===== src/esc_pkg.sv =====
// shared constants and types of the echo speech comparators
package esc_pkg;
  localparam int CLOCK_PERIOD_NS = 10;
  // decay and hold time base, 0.1 ms
  localparam int TICK_PERIOD_NS = 100000;
  localparam int TICK_CYCLES = (TICK_PERIOD_NS + CLOCK_PERIOD_NS - 1) / CLOCK_PERIOD_NS;
  localparam int TICK_W = 16;
  localparam int NUM_CH = 2;
  localparam int CH_ACOUSTIC = 0;
  localparam int CH_LINE = 1;
  localparam int LEVEL_W = 8;
  localparam int GAIN_W = 8;
  localparam int SLOPE_W = 8;
  localparam int HOLD_W = 16;
  localparam int TGT_W = 10;
  localparam int ADDR_W = 8;
  localparam int DATA_W = 32;

  typedef logic [LEVEL_W-1:0] esc_level_t;
  typedef logic signed [GAIN_W-1:0] esc_gain_t;
  typedef logic [SLOPE_W-1:0] esc_slope_t;
  typedef logic [HOLD_W-1:0] esc_hold_t;

  localparam esc_level_t LEVEL_MAX = 8'hFF;
  localparam esc_slope_t SLOPE_START = 8'h01;

  // reset values: gains in dB, slopes in 0.1 ms per dB, hold in 0.1 ms
  localparam esc_gain_t AE_GAIN_RST = 8'h00;
  localparam esc_gain_t AE_DELTA_RST = 8'h06;
  localparam esc_slope_t AE_SLOPE_RST = 8'h55;
  localparam esc_gain_t LE_GAIN_RST = 8'hF6;
  localparam esc_gain_t LE_DELTA_RST = 8'h0C;
  localparam esc_slope_t LE_SLOPE_RST = 8'hD5;
  localparam esc_hold_t HOLD_RST = 16'h0000;

  // register map
  localparam logic [ADDR_W-1:0] REG_AE_GAINS = 8'h00;
  localparam logic [ADDR_W-1:0] REG_AE_TIMES = 8'h04;
  localparam logic [ADDR_W-1:0] REG_LE_GAINS = 8'h08;
  localparam logic [ADDR_W-1:0] REG_LE_TIMES = 8'h0C;
  localparam logic [ADDR_W-1:0] REG_STATUS = 8'h10;

  // field positions
  localparam int F_GAIN_LSB = 0;
  localparam int F_DS_LSB = 8;
  localparam int F_DN_LSB = 16;
  localparam int F_SS_LSB = 0;
  localparam int F_SN_LSB = 8;
  localparam int F_HOLD_LSB = 16;
  localparam int ST_AE_TALK = 0;
  localparam int ST_LE_TALK = 1;
  localparam int ST_AE_SET = 2;
  localparam int ST_LE_SET = 3;
  localparam int ST_SPEECH_TX = 4;
  localparam int ST_SPEECH_RX = 5;

  localparam logic [DATA_W-1:0] GAINS_MASK = 32'h00FFFFFF;
  localparam logic [DATA_W-1:0] TIMES_MASK = 32'hFFFFFFFF;
  localparam logic [DATA_W-1:0] AE_GAINS_RST = {8'h00, AE_DELTA_RST, AE_DELTA_RST, AE_GAIN_RST};
  localparam logic [DATA_W-1:0] AE_TIMES_RST = {HOLD_RST, AE_SLOPE_RST, AE_SLOPE_RST};
  localparam logic [DATA_W-1:0] LE_GAINS_RST = {8'h00, LE_DELTA_RST, LE_DELTA_RST, LE_GAIN_RST};
  localparam logic [DATA_W-1:0] LE_TIMES_RST = {HOLD_RST, LE_SLOPE_RST, LE_SLOPE_RST};
endpackage : esc_pkg


===== src/esc_if.sv =====
// link between the comparator end and its controller
`timescale 1ns/1ps
interface esc_if;
  import esc_pkg::*;
  esc_gain_t acoustic_echo_gain;
  esc_gain_t acoustic_delta_gain_speech;
  esc_gain_t acoustic_delta_gain_noise;
  esc_slope_t acoustic_decay_slope_speech;
  esc_slope_t acoustic_decay_slope_noise;
  esc_hold_t acoustic_echo_hold_time;
  esc_gain_t line_echo_gain;
  esc_gain_t line_delta_gain_speech;
  esc_gain_t line_delta_gain_noise;
  esc_slope_t line_decay_slope_speech;
  esc_slope_t line_decay_slope_noise;
  esc_hold_t line_echo_hold_time;
  logic speech_tx;
  logic speech_rx;
  logic acoustic_talk;
  logic line_talk;
  logic acoustic_speech_set;
  logic line_speech_set;

  modport dev (
    input acoustic_echo_gain, acoustic_delta_gain_speech, acoustic_delta_gain_noise,
    input acoustic_decay_slope_speech, acoustic_decay_slope_noise, acoustic_echo_hold_time,
    input line_echo_gain, line_delta_gain_speech, line_delta_gain_noise,
    input line_decay_slope_speech, line_decay_slope_noise, line_echo_hold_time,
    input speech_tx, speech_rx,
    output acoustic_talk, line_talk, acoustic_speech_set, line_speech_set
  );

  modport ctl (
    output acoustic_echo_gain, acoustic_delta_gain_speech, acoustic_delta_gain_noise,
    output acoustic_decay_slope_speech, acoustic_decay_slope_noise, acoustic_echo_hold_time,
    output line_echo_gain, line_delta_gain_speech, line_delta_gain_noise,
    output line_decay_slope_speech, line_decay_slope_noise, line_echo_hold_time,
    output speech_tx, speech_rx,
    input acoustic_talk, line_talk, acoustic_speech_set, line_speech_set
  );
endinterface : esc_if


===== src/esc_dev.sv =====
// acoustic and line echo speech comparators
//
// Design decisions made here: the APB register port and the register addresses.
`timescale 1ns/1ps

// Summary of operation
// - acoustic comparator: speech and noise delta/slope
// - speech set entered only while speech recognized
// - speech set held for acoustic hold time
// - hold time matters only when sets differ
// - controller loads equal sets for single slope
// - programmable echo gain scales reference level
// - acoustic defaults 6 dB and 8.5 ms/dB
// - line comparator identical, own parameters
// - line echo gain default minus 10 dB
// - line defaults 12 dB and 21.3 ms/dB
// - line speech set held for line hold
// - slow slope, high delta cover long echoes
// - output set only above the characteristic
module esc_dev #(
  parameter int TICK_CYCLES_P = esc_pkg::TICK_CYCLES
) (
  // link to the controller
  esc_if.dev link,
  // clock and reset
  input wire logic I_CLOCK,
  input wire logic I_RST_B,
  // log domain signal levels, one sample per valid strobe
  input wire logic I_SAMPLE_VALID,
  input wire esc_pkg::esc_level_t I_SPK_LEVEL,
  input wire esc_pkg::esc_level_t I_MIC_LEVEL,
  input wire esc_pkg::esc_level_t I_SEND_LEVEL,
  input wire esc_pkg::esc_level_t I_LINE_LEVEL,
  // decisions
  output logic O_ACOUSTIC_TALK,
  output logic O_LINE_TALK,
  output logic O_ACOUSTIC_SPEECH_SET,
  output logic O_LINE_SPEECH_SET
);
  import esc_pkg::*;

  localparam logic [TICK_W-1:0] TICK_LAST = TICK_W'(TICK_CYCLES_P - 1);

  // shared time base for decay and hold, one pulse per tick period
  logic [TICK_W-1:0] tick_cnt;
  logic tick;
  wire tick_wrap = (tick_cnt == TICK_LAST);
  wire [TICK_W-1:0] next_tick_cnt = tick_wrap ? '0 : tick_cnt + 1'b1;

  always_ff @(posedge I_CLOCK or negedge I_RST_B) begin
    if (!I_RST_B) begin
      tick_cnt <= '0;
    end else begin
      tick_cnt <= next_tick_cnt;
    end
  end

  always_ff @(posedge I_CLOCK or negedge I_RST_B) begin
    if (!I_RST_B) begin
      tick <= 1'b0;
    end else begin
      tick <= tick_wrap;
    end
  end

  // per channel views of the link and the level inputs
  esc_level_t ref_lvl [NUM_CH];
  esc_level_t cmp_lvl [NUM_CH];
  esc_gain_t gain [NUM_CH];
  esc_gain_t dg_s [NUM_CH];
  esc_gain_t dg_n [NUM_CH];
  esc_slope_t sl_s [NUM_CH];
  esc_slope_t sl_n [NUM_CH];
  esc_hold_t hold_time [NUM_CH];
  logic speech [NUM_CH];
  wire [NUM_CH-1:0] talk;
  wire [NUM_CH-1:0] set;

  // acoustic: mic against speaker drive; line: line receive against send
  assign ref_lvl[CH_ACOUSTIC] = I_SPK_LEVEL;
  assign cmp_lvl[CH_ACOUSTIC] = I_MIC_LEVEL;
  assign ref_lvl[CH_LINE] = I_SEND_LEVEL;
  assign cmp_lvl[CH_LINE] = I_LINE_LEVEL;

  // programming of each comparator from the link
  assign gain[CH_ACOUSTIC] = link.acoustic_echo_gain;
  assign dg_s[CH_ACOUSTIC] = link.acoustic_delta_gain_speech;
  assign dg_n[CH_ACOUSTIC] = link.acoustic_delta_gain_noise;
  assign sl_s[CH_ACOUSTIC] = link.acoustic_decay_slope_speech;
  assign sl_n[CH_ACOUSTIC] = link.acoustic_decay_slope_noise;
  assign hold_time[CH_ACOUSTIC] = link.acoustic_echo_hold_time;
  assign gain[CH_LINE] = link.line_echo_gain;
  assign dg_s[CH_LINE] = link.line_delta_gain_speech;
  assign dg_n[CH_LINE] = link.line_delta_gain_noise;
  assign sl_s[CH_LINE] = link.line_decay_slope_speech;
  assign sl_n[CH_LINE] = link.line_decay_slope_noise;
  assign hold_time[CH_LINE] = link.line_echo_hold_time;
  // near end speech decides the acoustic set, far end speech the line set
  assign speech[CH_ACOUSTIC] = link.speech_tx;
  assign speech[CH_LINE] = link.speech_rx;

  // one comparator per channel, both built alike
  for (genvar ch = 0; ch < NUM_CH; ch++) begin : g_cmp
    esc_hold_t hold_cnt;
    esc_level_t peak;
    esc_slope_t slope_cnt;
    logic speech_set;
    logic talk_q;

    // echo hold: reload on every speech cycle, count down in ticks afterwards
    wire hold_busy = (hold_cnt != '0);
    wire hold_dec = tick & hold_busy;
    wire esc_hold_t next_hold = speech[ch] ? hold_time[ch] :
                                hold_dec ? hold_cnt - 1'b1 :
                                hold_cnt;
    wire next_speech_set = speech[ch] | hold_busy;

    // with equal sets the selection, and so the hold, has no effect
    wire esc_gain_t delta = speech_set ? dg_s[ch] : dg_n[ch];
    wire esc_slope_t slope = speech_set ? sl_s[ch] : sl_n[ch];

    // scaled reference plus delta; gain and delta are signed and sign extended
    wire [TGT_W-1:0] ref_ext = TGT_W'({1'b0, ref_lvl[ch]});
    wire [TGT_W-1:0] gain_ext = TGT_W'(gain[ch]);
    wire [TGT_W-1:0] delta_ext = TGT_W'(delta);
    wire [TGT_W-1:0] sum = ref_ext + gain_ext + delta_ext;
    // clamp into the level range instead of wrapping
    wire sum_neg = sum[TGT_W-1];
    wire sum_over = (sum[TGT_W-2:LEVEL_W] != '0);
    wire esc_level_t target = sum_neg ? '0 :
                              sum_over ? LEVEL_MAX :
                              sum[LEVEL_W-1:0];

    // a new peak starts a fresh decay of one dB every slope ticks
    wire rise = I_SAMPLE_VALID & (target > peak);
    // eight bit slope allows up to 25.5 ms per dB
    wire slope_due = tick & (slope_cnt >= slope);
    // peak stops at zero rather than wrapping to full scale
    wire peak_dec = slope_due & (peak != '0);
    wire esc_level_t next_peak = rise ? target :
                                 peak_dec ? peak - 1'b1 :
                                 peak;
    wire slope_restart = rise | slope_due;
    wire esc_slope_t next_slope_cnt = slope_restart ? SLOPE_START :
                                      tick ? slope_cnt + 1'b1 :
                                      slope_cnt;

    // characteristic is the higher of the fresh target and the decaying peak
    wire esc_level_t thresh = (target > peak) ? target : peak;
    // levels at or below the characteristic count as echo; talk moves only with a sample
    wire next_talk = I_SAMPLE_VALID ? (cmp_lvl[ch] > thresh) : talk_q;

    // comparator state, cleared by reset except the slope count, which reset loads with SLOPE_START
    always_ff @(posedge I_CLOCK or negedge I_RST_B) begin
      if (!I_RST_B) begin
        hold_cnt <= '0;
      end else begin
        hold_cnt <= next_hold;
      end
    end

    always_ff @(posedge I_CLOCK or negedge I_RST_B) begin
      if (!I_RST_B) begin
        speech_set <= 1'b0;
      end else begin
        speech_set <= next_speech_set;
      end
    end

    always_ff @(posedge I_CLOCK or negedge I_RST_B) begin
      if (!I_RST_B) begin
        peak <= '0;
      end else begin
        peak <= next_peak;
      end
    end

    always_ff @(posedge I_CLOCK or negedge I_RST_B) begin
      if (!I_RST_B) begin
        slope_cnt <= SLOPE_START;
      end else begin
        slope_cnt <= next_slope_cnt;
      end
    end

    always_ff @(posedge I_CLOCK or negedge I_RST_B) begin
      if (!I_RST_B) begin
        talk_q <= 1'b0;
      end else begin
        talk_q <= next_talk;
      end
    end

    assign talk[ch] = talk_q;
    assign set[ch] = speech_set;
  end

  // decisions to the controller
  assign link.acoustic_talk = talk[CH_ACOUSTIC];
  assign link.line_talk = talk[CH_LINE];
  assign link.acoustic_speech_set = set[CH_ACOUSTIC];
  assign link.line_speech_set = set[CH_LINE];

  // decisions to the pins
  assign O_ACOUSTIC_TALK = talk[CH_ACOUSTIC];
  assign O_LINE_TALK = talk[CH_LINE];
  assign O_ACOUSTIC_SPEECH_SET = set[CH_ACOUSTIC];
  assign O_LINE_SPEECH_SET = set[CH_LINE];
endmodule : esc_dev


===== src/flat_wrapper.sv =====
// flat-port wrapper written by rule: the top's interface ports become plain ports
module esc_dev_flat import esc_pkg::*;
#(
  parameter int TICK_CYCLES_P = esc_pkg::TICK_CYCLES
)
  (I_CLOCK, I_RST_B, I_SAMPLE_VALID, I_SPK_LEVEL, I_MIC_LEVEL, I_SEND_LEVEL, I_LINE_LEVEL, O_ACOUSTIC_TALK, O_LINE_TALK, O_ACOUSTIC_SPEECH_SET, O_LINE_SPEECH_SET, link_acoustic_echo_gain, link_acoustic_delta_gain_speech, link_acoustic_delta_gain_noise, link_acoustic_decay_slope_speech, link_acoustic_decay_slope_noise, link_acoustic_echo_hold_time, link_line_echo_gain, link_line_delta_gain_speech, link_line_delta_gain_noise, link_line_decay_slope_speech, link_line_decay_slope_noise, link_line_echo_hold_time, link_speech_tx, link_speech_rx, link_acoustic_talk, link_line_talk, link_acoustic_speech_set, link_line_speech_set);
  esc_if link_i ();
  input wire logic I_CLOCK;
  input wire logic I_RST_B;
  input wire logic I_SAMPLE_VALID;
  input wire esc_pkg::esc_level_t I_SPK_LEVEL;
  input wire esc_pkg::esc_level_t I_MIC_LEVEL;
  input wire esc_pkg::esc_level_t I_SEND_LEVEL;
  input wire esc_pkg::esc_level_t I_LINE_LEVEL;
  output logic O_ACOUSTIC_TALK;
  output logic O_LINE_TALK;
  output logic O_ACOUSTIC_SPEECH_SET;
  output logic O_LINE_SPEECH_SET;
  input wire logic [$bits(link_i.acoustic_echo_gain)-1:0] link_acoustic_echo_gain;
  input wire logic [$bits(link_i.acoustic_delta_gain_speech)-1:0] link_acoustic_delta_gain_speech;
  input wire logic [$bits(link_i.acoustic_delta_gain_noise)-1:0] link_acoustic_delta_gain_noise;
  input wire logic [$bits(link_i.acoustic_decay_slope_speech)-1:0] link_acoustic_decay_slope_speech;
  input wire logic [$bits(link_i.acoustic_decay_slope_noise)-1:0] link_acoustic_decay_slope_noise;
  input wire logic [$bits(link_i.acoustic_echo_hold_time)-1:0] link_acoustic_echo_hold_time;
  input wire logic [$bits(link_i.line_echo_gain)-1:0] link_line_echo_gain;
  input wire logic [$bits(link_i.line_delta_gain_speech)-1:0] link_line_delta_gain_speech;
  input wire logic [$bits(link_i.line_delta_gain_noise)-1:0] link_line_delta_gain_noise;
  input wire logic [$bits(link_i.line_decay_slope_speech)-1:0] link_line_decay_slope_speech;
  input wire logic [$bits(link_i.line_decay_slope_noise)-1:0] link_line_decay_slope_noise;
  input wire logic [$bits(link_i.line_echo_hold_time)-1:0] link_line_echo_hold_time;
  input wire logic [$bits(link_i.speech_tx)-1:0] link_speech_tx;
  input wire logic [$bits(link_i.speech_rx)-1:0] link_speech_rx;
  output wire logic [$bits(link_i.acoustic_talk)-1:0] link_acoustic_talk;
  output wire logic [$bits(link_i.line_talk)-1:0] link_line_talk;
  output wire logic [$bits(link_i.acoustic_speech_set)-1:0] link_acoustic_speech_set;
  output wire logic [$bits(link_i.line_speech_set)-1:0] link_line_speech_set;
  assign link_i.acoustic_echo_gain = link_acoustic_echo_gain;
  assign link_i.acoustic_delta_gain_speech = link_acoustic_delta_gain_speech;
  assign link_i.acoustic_delta_gain_noise = link_acoustic_delta_gain_noise;
  assign link_i.acoustic_decay_slope_speech = link_acoustic_decay_slope_speech;
  assign link_i.acoustic_decay_slope_noise = link_acoustic_decay_slope_noise;
  assign link_i.acoustic_echo_hold_time = link_acoustic_echo_hold_time;
  assign link_i.line_echo_gain = link_line_echo_gain;
  assign link_i.line_delta_gain_speech = link_line_delta_gain_speech;
  assign link_i.line_delta_gain_noise = link_line_delta_gain_noise;
  assign link_i.line_decay_slope_speech = link_line_decay_slope_speech;
  assign link_i.line_decay_slope_noise = link_line_decay_slope_noise;
  assign link_i.line_echo_hold_time = link_line_echo_hold_time;
  assign link_i.speech_tx = link_speech_tx;
  assign link_i.speech_rx = link_speech_rx;
  assign link_acoustic_talk = link_i.acoustic_talk;
  assign link_line_talk = link_i.line_talk;
  assign link_acoustic_speech_set = link_i.acoustic_speech_set;
  assign link_line_speech_set = link_i.line_speech_set;
  esc_dev #(.TICK_CYCLES_P(TICK_CYCLES_P)) u_core (.link(link_i), .I_CLOCK(I_CLOCK), .I_RST_B(I_RST_B), .I_SAMPLE_VALID(I_SAMPLE_VALID), .I_SPK_LEVEL(I_SPK_LEVEL), .I_MIC_LEVEL(I_MIC_LEVEL), .I_SEND_LEVEL(I_SEND_LEVEL), .I_LINE_LEVEL(I_LINE_LEVEL), .O_ACOUSTIC_TALK(O_ACOUSTIC_TALK), .O_LINE_TALK(O_LINE_TALK), .O_ACOUSTIC_SPEECH_SET(O_ACOUSTIC_SPEECH_SET), .O_LINE_SPEECH_SET(O_LINE_SPEECH_SET));
endmodule

===== config.mk =====
export PLATFORM = sky130hd
export DESIGN_NAME = esc_dev_flat
export DESIGN_NICKNAME = d
export VERILOG_FILES = /design/src/esc_pkg.sv /design/src/esc_if.sv /design/src/esc_dev.sv /design/src/flat_wrapper.sv
export SDC_FILE = /design/constraint.sdc
export NUM_CORES = 1
export LEC_CHECK = 0
export BUFFER_PORTS_ARGS = -buffer_cell sky130_fd_sc_hd__buf_2
export CORE_MARGIN = 2
export CORE_UTILIZATION = 55
export CTS_CLUSTER_DIAMETER = 100
export DETAILED_ROUTE_END_ITERATION = 7
export GPL_TIMING_DRIVEN = 0
export PLACE_DENSITY_LB_ADDON = 0.2
export SYNTH_ARGS = -nofsm -noshare
export SYNTH_HDL_FRONTEND = slang
export SYNTH_SLANG_ARGS = --single-unit

===== constraint.sdc =====
create_clock -name I_CLOCK -period 7.2 [get_ports I_CLOCK]
set_input_delay 0.36 -clock I_CLOCK [delete_from_list [all_inputs] [get_ports I_CLOCK]]
set_output_delay 0.36 -clock I_CLOCK [all_outputs]
set_load 0.1 [all_outputs]

**Word level (Yosys, flattened, before mapping)**

Cells that the tools add are included.

- Register bits: 85

- $add $sub $neg: 11
- Eq/ne operators: 1
- Order comparisons: 6
- Mux-type cells: 23
- Bitwise operators: 12
- Reduce and logical (&&, ||, !) cells: 10

Operators with widths:

| operator | number |
|---|---|
| $mux 8 | 18 |
| $mux 16 | 5 |
| $gt 8x8->1 | 4 |
| $reduce_bool 16->1 | 2 |
| $sub 16x1->16 const B | 2 |
| $add 10x10->10 | 2 |
| $add 9x8->10 | 2 |
| $add 16x1->16 const B | 1 |
| $add 8x1->8 const B | 2 |
| $eq 16x14->1 const B | 1 |
| $ge 8x8->1 | 2 |
| $reduce_bool 8->1 | 2 |
| $sub 8x1->8 const B | 2 |
| $reduce_bool 2->1 | 6 |
| $and 1x1->1 | 8 |
| $or 1x1->1 | 4 |

**Longest topological paths before layout**

- Depth in word-level cells: 8
- Mapped depth: 27
- Mapped depth without buffers: 24

**Least setup slack after synthesis**

OpenSTA, ideal clock, no wires.

- Path kind: flip-flop to flip-flop
- Start: register u_core.g_cmp[0].speech_set (netlist: u_core.O_ACOUSTIC_SPEECH_SET)
- End: register u_core.g_cmp[0].talk_q (netlist: u_core.O_ACOUSTIC_TALK)
- Cell stages (with the launch flop): 25
- Setup time: 126 ps
- Arrival time: 6447 ps
- Data required time: 7074 ps
- Clock period less this slack: 6572 ps
- Slack: 628 ps
- Path buffers: 3
- Cells stage by stage: dfrtp_1 > clkbuf_1 > clkbuf_1 > mux2_2 > fa_1 > ha_1 > a21o_1 > a21oi_1 > nor3b_1 > nor4b_2 > o21a_1 > ha_1 > nor2b_1 > o211ai_1 > a21oi_1 > o22ai_1 > buf_1 > mux2i_1 > ha_1 > nor2b_1 > o21a_1 > o21ai_0 > a21oi_1 > a211oi_1 > o2bb2ai_1

- Cells in the longest elaborated chain, start to end: 7

RTL lines:

| element | RTL line | RTL |
|---|---|---|
| from (decl) | esc_dev.sv:107 | `logic speech_set;` |
| from (signal assigned) | esc_dev.sv:166 | `speech_set <= next_speech_set;` |
| $mux 8 * | esc_dev.sv:119 | `wire esc_gain_t delta = speech_set ? dg_s[ch] : dg_n[ch];` |
| $add 10x10->10 * | esc_dev.sv:126 | `wire [TGT_W-1:0] sum = ref_ext + gain_ext + delta_ext;` |
| $mux 8 | esc_dev.sv:131 | `sum_over ? LEVEL_MAX :` |
| $mux 8 * | esc_dev.sv:130 | `wire esc_level_t target = sum_neg ? '0 :` |
| $gt 8x8->1 | esc_dev.sv:149 | `wire esc_level_t thresh = (target > peak) ? target : peak;` |
| $mux 8 * | esc_dev.sv:149 |  |
| $gt 8x8->1 * | esc_dev.sv:151 | `wire next_talk = I_SAMPLE_VALID ? (cmp_lvl[ch] > thresh) : talk_q;` |
| to (signal assigned) | esc_dev.sv:190 | `talk_q <= next_talk;` |
| to (decl) | esc_dev.sv:108 | `logic talk_q;` |

Every way passes the cells marked *; elsewhere a longest branch is shown, timed or not.
A chain may end at the register's enable or synchronous reset.

**Worst setup path after layout**

Same ends and word-level chain as after synthesis.

==> metrics.cfg <==
[final_layout]
synthToLayoutAreaGrowth_pct = 18.6
nets = 1207
drive_gt1_frac = 0.248
n_antenna_cell = 0
final-instance-count-excl-fill = 1143

[logic_synthesis]
synth_cell_type_count = 65
syn_nets = 1038
netlist_instances = 794
yosysSeqAreaShare = 0.289
syn-cell-area_um2 = 7380
fraction_of_synthesis_flops_using_an_asynchronous_set_or_reset_pin = 1.00
ys.warnings.count = 0
synth-seq-cells = 85
syn-mean-instance-area_um2 = 9.30
postSynth.topFlopCell = sky130_fd_sc_hd__dfrtp_1
synth_edf_count = 0

[route]
vias_per_cell = 5.40
drt_iter0_markers = 283
firstDrtPassIters = 4
wl_per_cell_um = 13.4
final_antenna_net_count = 0
num_vias = 6177
routed_wl_um = 15400
detail_route.drc_violations = 0

[setup_path]
path_delay_family = compound AO/OA/AOI/OAI gates
critical_path.n_buffers_inverters = 4
cpMaxStageDelayCell = sky130_fd_sc_hd__clkbuf_1
path_class = flop to flop
cp_common_cell = sky130_fd_sc_hd__ha_1
path_max_fanout = 10
cp-start-kind = flop
wp_data_arrival_ns = 6.93
timing.critical_path.to_type = flop
required_ns = 7.42
crit_path_max_incr_delay_ns = 0.54

[place]
place.detailed.hpwl_um = 12200
place_congestion = 0.824
place.detailed.instances = 1127
number_of_buffer_cells_added_on_primary_ports = 156

[floorplanning]
number_of_core_rows = 42
floorplan.initialDensity = 0.560
placeableCoreArea_um2 = 13200
die_h_um = 120
die_width_um = 120
io_pins = 157
dieArea_um2 = 14400

[cts]
clk_latency_ns = 0.34
max_buffers_root_to_sink = 2
cts_tree = done
clkSlewWorstSetupHoldPaths_ns = 0.06
cts_setup_buffers = 0
clock_sink_count = 85
htree_levels = 3
cts-root-buf = sky130_fd_sc_hd__clkbuf_16
numCtsBuffers = 9

[power]
power_per_cell_area_nw_per_um2 = 254
worst_ir_drop_vdd_v = 0.000114
share_comb_of_total_power = 0.497
sequential_share_of_power = 0.277
clock_power_share = 0.226
switching_share = 0.398
leak_pwr_nw = 4.27
p_int_w = 0.00134
power.net_switching_w = 0.000885

[timing]
timing.final.hold_violations = 0
timing.slew.headroom = 0.336
setup_total_negative_slack_ns = 0
finalCritPeriodShare = 0.932
finalMaxSlewViolations = 0
fin_hold_ws_ns = 0.223
tightest_slew_ns = 0.988
final.min_clock_period_ns = 6.71
finalSetupViolations = 0
setup_repair_after_global_routing_missed_its_margin = true
maximum_operating_frequency_ghz = 0.149
final_worst_clock_skew_ns = 0.0103

[worst_hold_path]
hp-class = input pin to flop

[global_route]
grt_antenna_before_repair = 0
grt_first_pass_wirelength_um = 26200
globalRouteTotalUtil = 0.221
global_route.overflow_total = 0
grt_max_degree = 68
first_global_vias = 5974

[outcome]
run_status = completed

[job]
max-cap-violations = 0

==> layout make-up <==
type / count / area (um2)
inverters: 49 / 184
multi-input cells: 636 / 4970
plain buffers: 24 / 108
well taps: 176 / 220
clock buffers: 10 / 239
repair buffers: 158 / 821
fillers: 1134 / 4430
clock inverters: 5 / 85.1
flip-flops and latches: 85 / 2130
==> per-layer routing <==
layer,part of all wire,global-route usage
met3,0.033,0.0309
met1,0.47,0.295
met2,0.48,0.379
met5,0,0
met4,0.011,0.0537
==> registers in the layout (all words and copies together) (netlist names) <==
name	cells
u_core.O_ACOUSTIC_TALK	1
u_core.g_cmp.peak	16
u_core.O_LINE_SPEECH_SET	1
u_core.O_ACOUSTIC_SPEECH_SET	1
u_core.g_cmp.slope_cnt	16
u_core.tick_cnt	16
u_core.O_LINE_TALK	1
u_core.tick	1
u_core.g_cmp.hold_cnt	32
==> layout by cell type, fill, tap and decap left out, types with 4 or more instances in the layout <==
master                      Yosys  final
sky130_fd_sc_hd__a21o_1         9      9
sky130_fd_sc_hd__nand3_1       23     23
sky130_fd_sc_hd__inv_1         49     49
sky130_fd_sc_hd__xor2_1        23     23
sky130_fd_sc_hd__clkbuf_16      0      9
sky130_fd_sc_hd__nand2_1       68     68
sky130_fd_sc_hd__and3_1        22     22
sky130_fd_sc_hd__xnor2_1       40     40
sky130_fd_sc_hd__a31oi_1        4      4
sky130_fd_sc_hd__a211oi_1       6      6
sky130_fd_sc_hd__ha_1          75     75
sky130_fd_sc_hd__nor4_1         6      6
sky130_fd_sc_hd__nor2b_1        9      9
sky130_fd_sc_hd__clkbuf_1      17     16
sky130_fd_sc_hd__o21a_1        17     17
sky130_fd_sc_hd__a21oi_1       34     34
sky130_fd_sc_hd__buf_2          1    156
sky130_fd_sc_hd__mux2_2        31     31
sky130_fd_sc_hd__mux2i_1       38     38
sky130_fd_sc_hd__o21ai_0       48     48
sky130_fd_sc_hd__nor3_1        18     18
sky130_fd_sc_hd__o21ai_1        9      9
sky130_fd_sc_hd__or3b_2        11     11
sky130_fd_sc_hd__nor2_1        49     49
sky130_fd_sc_hd__fa_1          20     20
sky130_fd_sc_hd__or3_1          4      4
sky130_fd_sc_hd__buf_4          4      5
sky130_fd_sc_hd__nand4_1       14     14
sky130_fd_sc_hd__dfrtp_1       83     83
==> cell usage after synthesis, types with 4 or more instances <==
master	count	area, um2
sky130_fd_sc_hd__nand2_1	68	255
sky130_fd_sc_hd__mux2_2	31	349
sky130_fd_sc_hd__fa_1	20	400
sky130_fd_sc_hd__buf_4	4	30.0
sky130_fd_sc_hd__dfrtp_1	83	2080
sky130_fd_sc_hd__a21o_1	9	67.6
sky130_fd_sc_hd__mux2i_1	38	380
sky130_fd_sc_hd__nand3_1	23	115
sky130_fd_sc_hd__or3_1	4	25.0
sky130_fd_sc_hd__or3b_2	11	96.3
sky130_fd_sc_hd__a211oi_1	6	45.0
sky130_fd_sc_hd__nor2b_1	9	56.3
sky130_fd_sc_hd__clkbuf_1	17	63.8
sky130_fd_sc_hd__inv_1	49	184
sky130_fd_sc_hd__nand4_1	14	87.6
sky130_fd_sc_hd__and3_1	22	138
sky130_fd_sc_hd__nor3_1	18	90.1
sky130_fd_sc_hd__o21a_1	17	128
sky130_fd_sc_hd__a21oi_1	34	170
sky130_fd_sc_hd__xnor2_1	40	350
sky130_fd_sc_hd__o21ai_0	48	240
sky130_fd_sc_hd__xor2_1	23	201
sky130_fd_sc_hd__nor2_1	49	184
sky130_fd_sc_hd__nor4_1	6	37.5
sky130_fd_sc_hd__a31oi_1	4	25.0
sky130_fd_sc_hd__ha_1	75	938
sky130_fd_sc_hd__o21ai_1	9	45.0
==> through the flow <==
stage	util	total power (W)	cell area [um2]	setup slack (ns)
global route	0.664	0.00240	8760	-0.162
global placement	0.635	0.00169	8380	0.390
CTS	0.663	0.00223	8750	0.261
floorplan	-	0.00146	7380	0.628
detailed placement	0.638	0.00172	8410	0.300
finish	0.664	0.00222	8760	0.491
==> cell families (layout without fill, tap and decap cells) <==
group,Yosys count,count (layout),synth area share
adder cells (fa/ha/maj),95,95,0.181
flip-flops,85,85,0.289
XOR/XNOR,64,64,0.0770
buffers and inverters,73,246,0.0393
AND/OR/NAND/NOR,253,253,0.182
multiplexers,71,71,0.102
AO/OA/AOI/OAI,153,153,0.130
==> worst paths after layout <==
check	startpoint	to	slack (ns)	cells after the start
worst min register to register	u_core.tick_cnt[0]$_DFF_PN0_	u_core.tick_cnt[0]$_DFF_PN0_	0.46	1
worst max register to register	u_core.O_ACOUSTIC_SPEECH_SET$_DFF_PN0_	u_core.O_ACOUSTIC_TALK$_DFFE_PN0P_	0.49	25
min in group asynchronous	I_RST_B	u_core.O_ACOUSTIC_TALK$_DFFE_PN0P_	0.45	2
worst min-delay path	link_acoustic_echo_hold_time[14]	u_core.g_cmp[0].hold_cnt[14]$_DFFE_PN0P_	0.22	3
max in group asynchronous	I_RST_B	u_core.g_cmp[0].slope_cnt[0]$_DFFE_PN1P_	6.11	3
worst max-delay path	u_core.O_ACOUSTIC_SPEECH_SET$_DFF_PN0_	u_core.O_ACOUSTIC_TALK$_DFFE_PN0P_	0.49	25
==> worst reg2reg max path: cells and delay by family (launching register included) <==
family	cells	cell delay [ns]
and+or+nand+nor	4	0.52
xor gates and xnor gates	1	0.38
buffers and inverters	4	1.49
DFF	1	0.40
AOI/OAI and AO/OA	10	1.74
muxes	2	0.69
adders and majority gates	4	1.36
==> power groups by stage <==
stage | clock network, W | logic (W) | registers [W]
global route | 0.000533 | 0.00125 | 0.000623
finish | 0.000501 | 0.00111 | 0.000616
floorplan | 0 | 0.000815 | 0.000646
CTS | 0.000511 | 0.00111 | 0.000614
detailed placement | 0 | 0.00110 | 0.000622
global placement | 0 | 0.00107 | 0.000620
==> what timing repair did <==
item | in CTS | in global routing
endpoints found under the hold margin | 17 | 0
hold buffers | 1 | 0
resized for setup | 0 | 3
setup endpoints to repair | 0 | 2
Note: power is estimated with default switching activity, not from simulation.
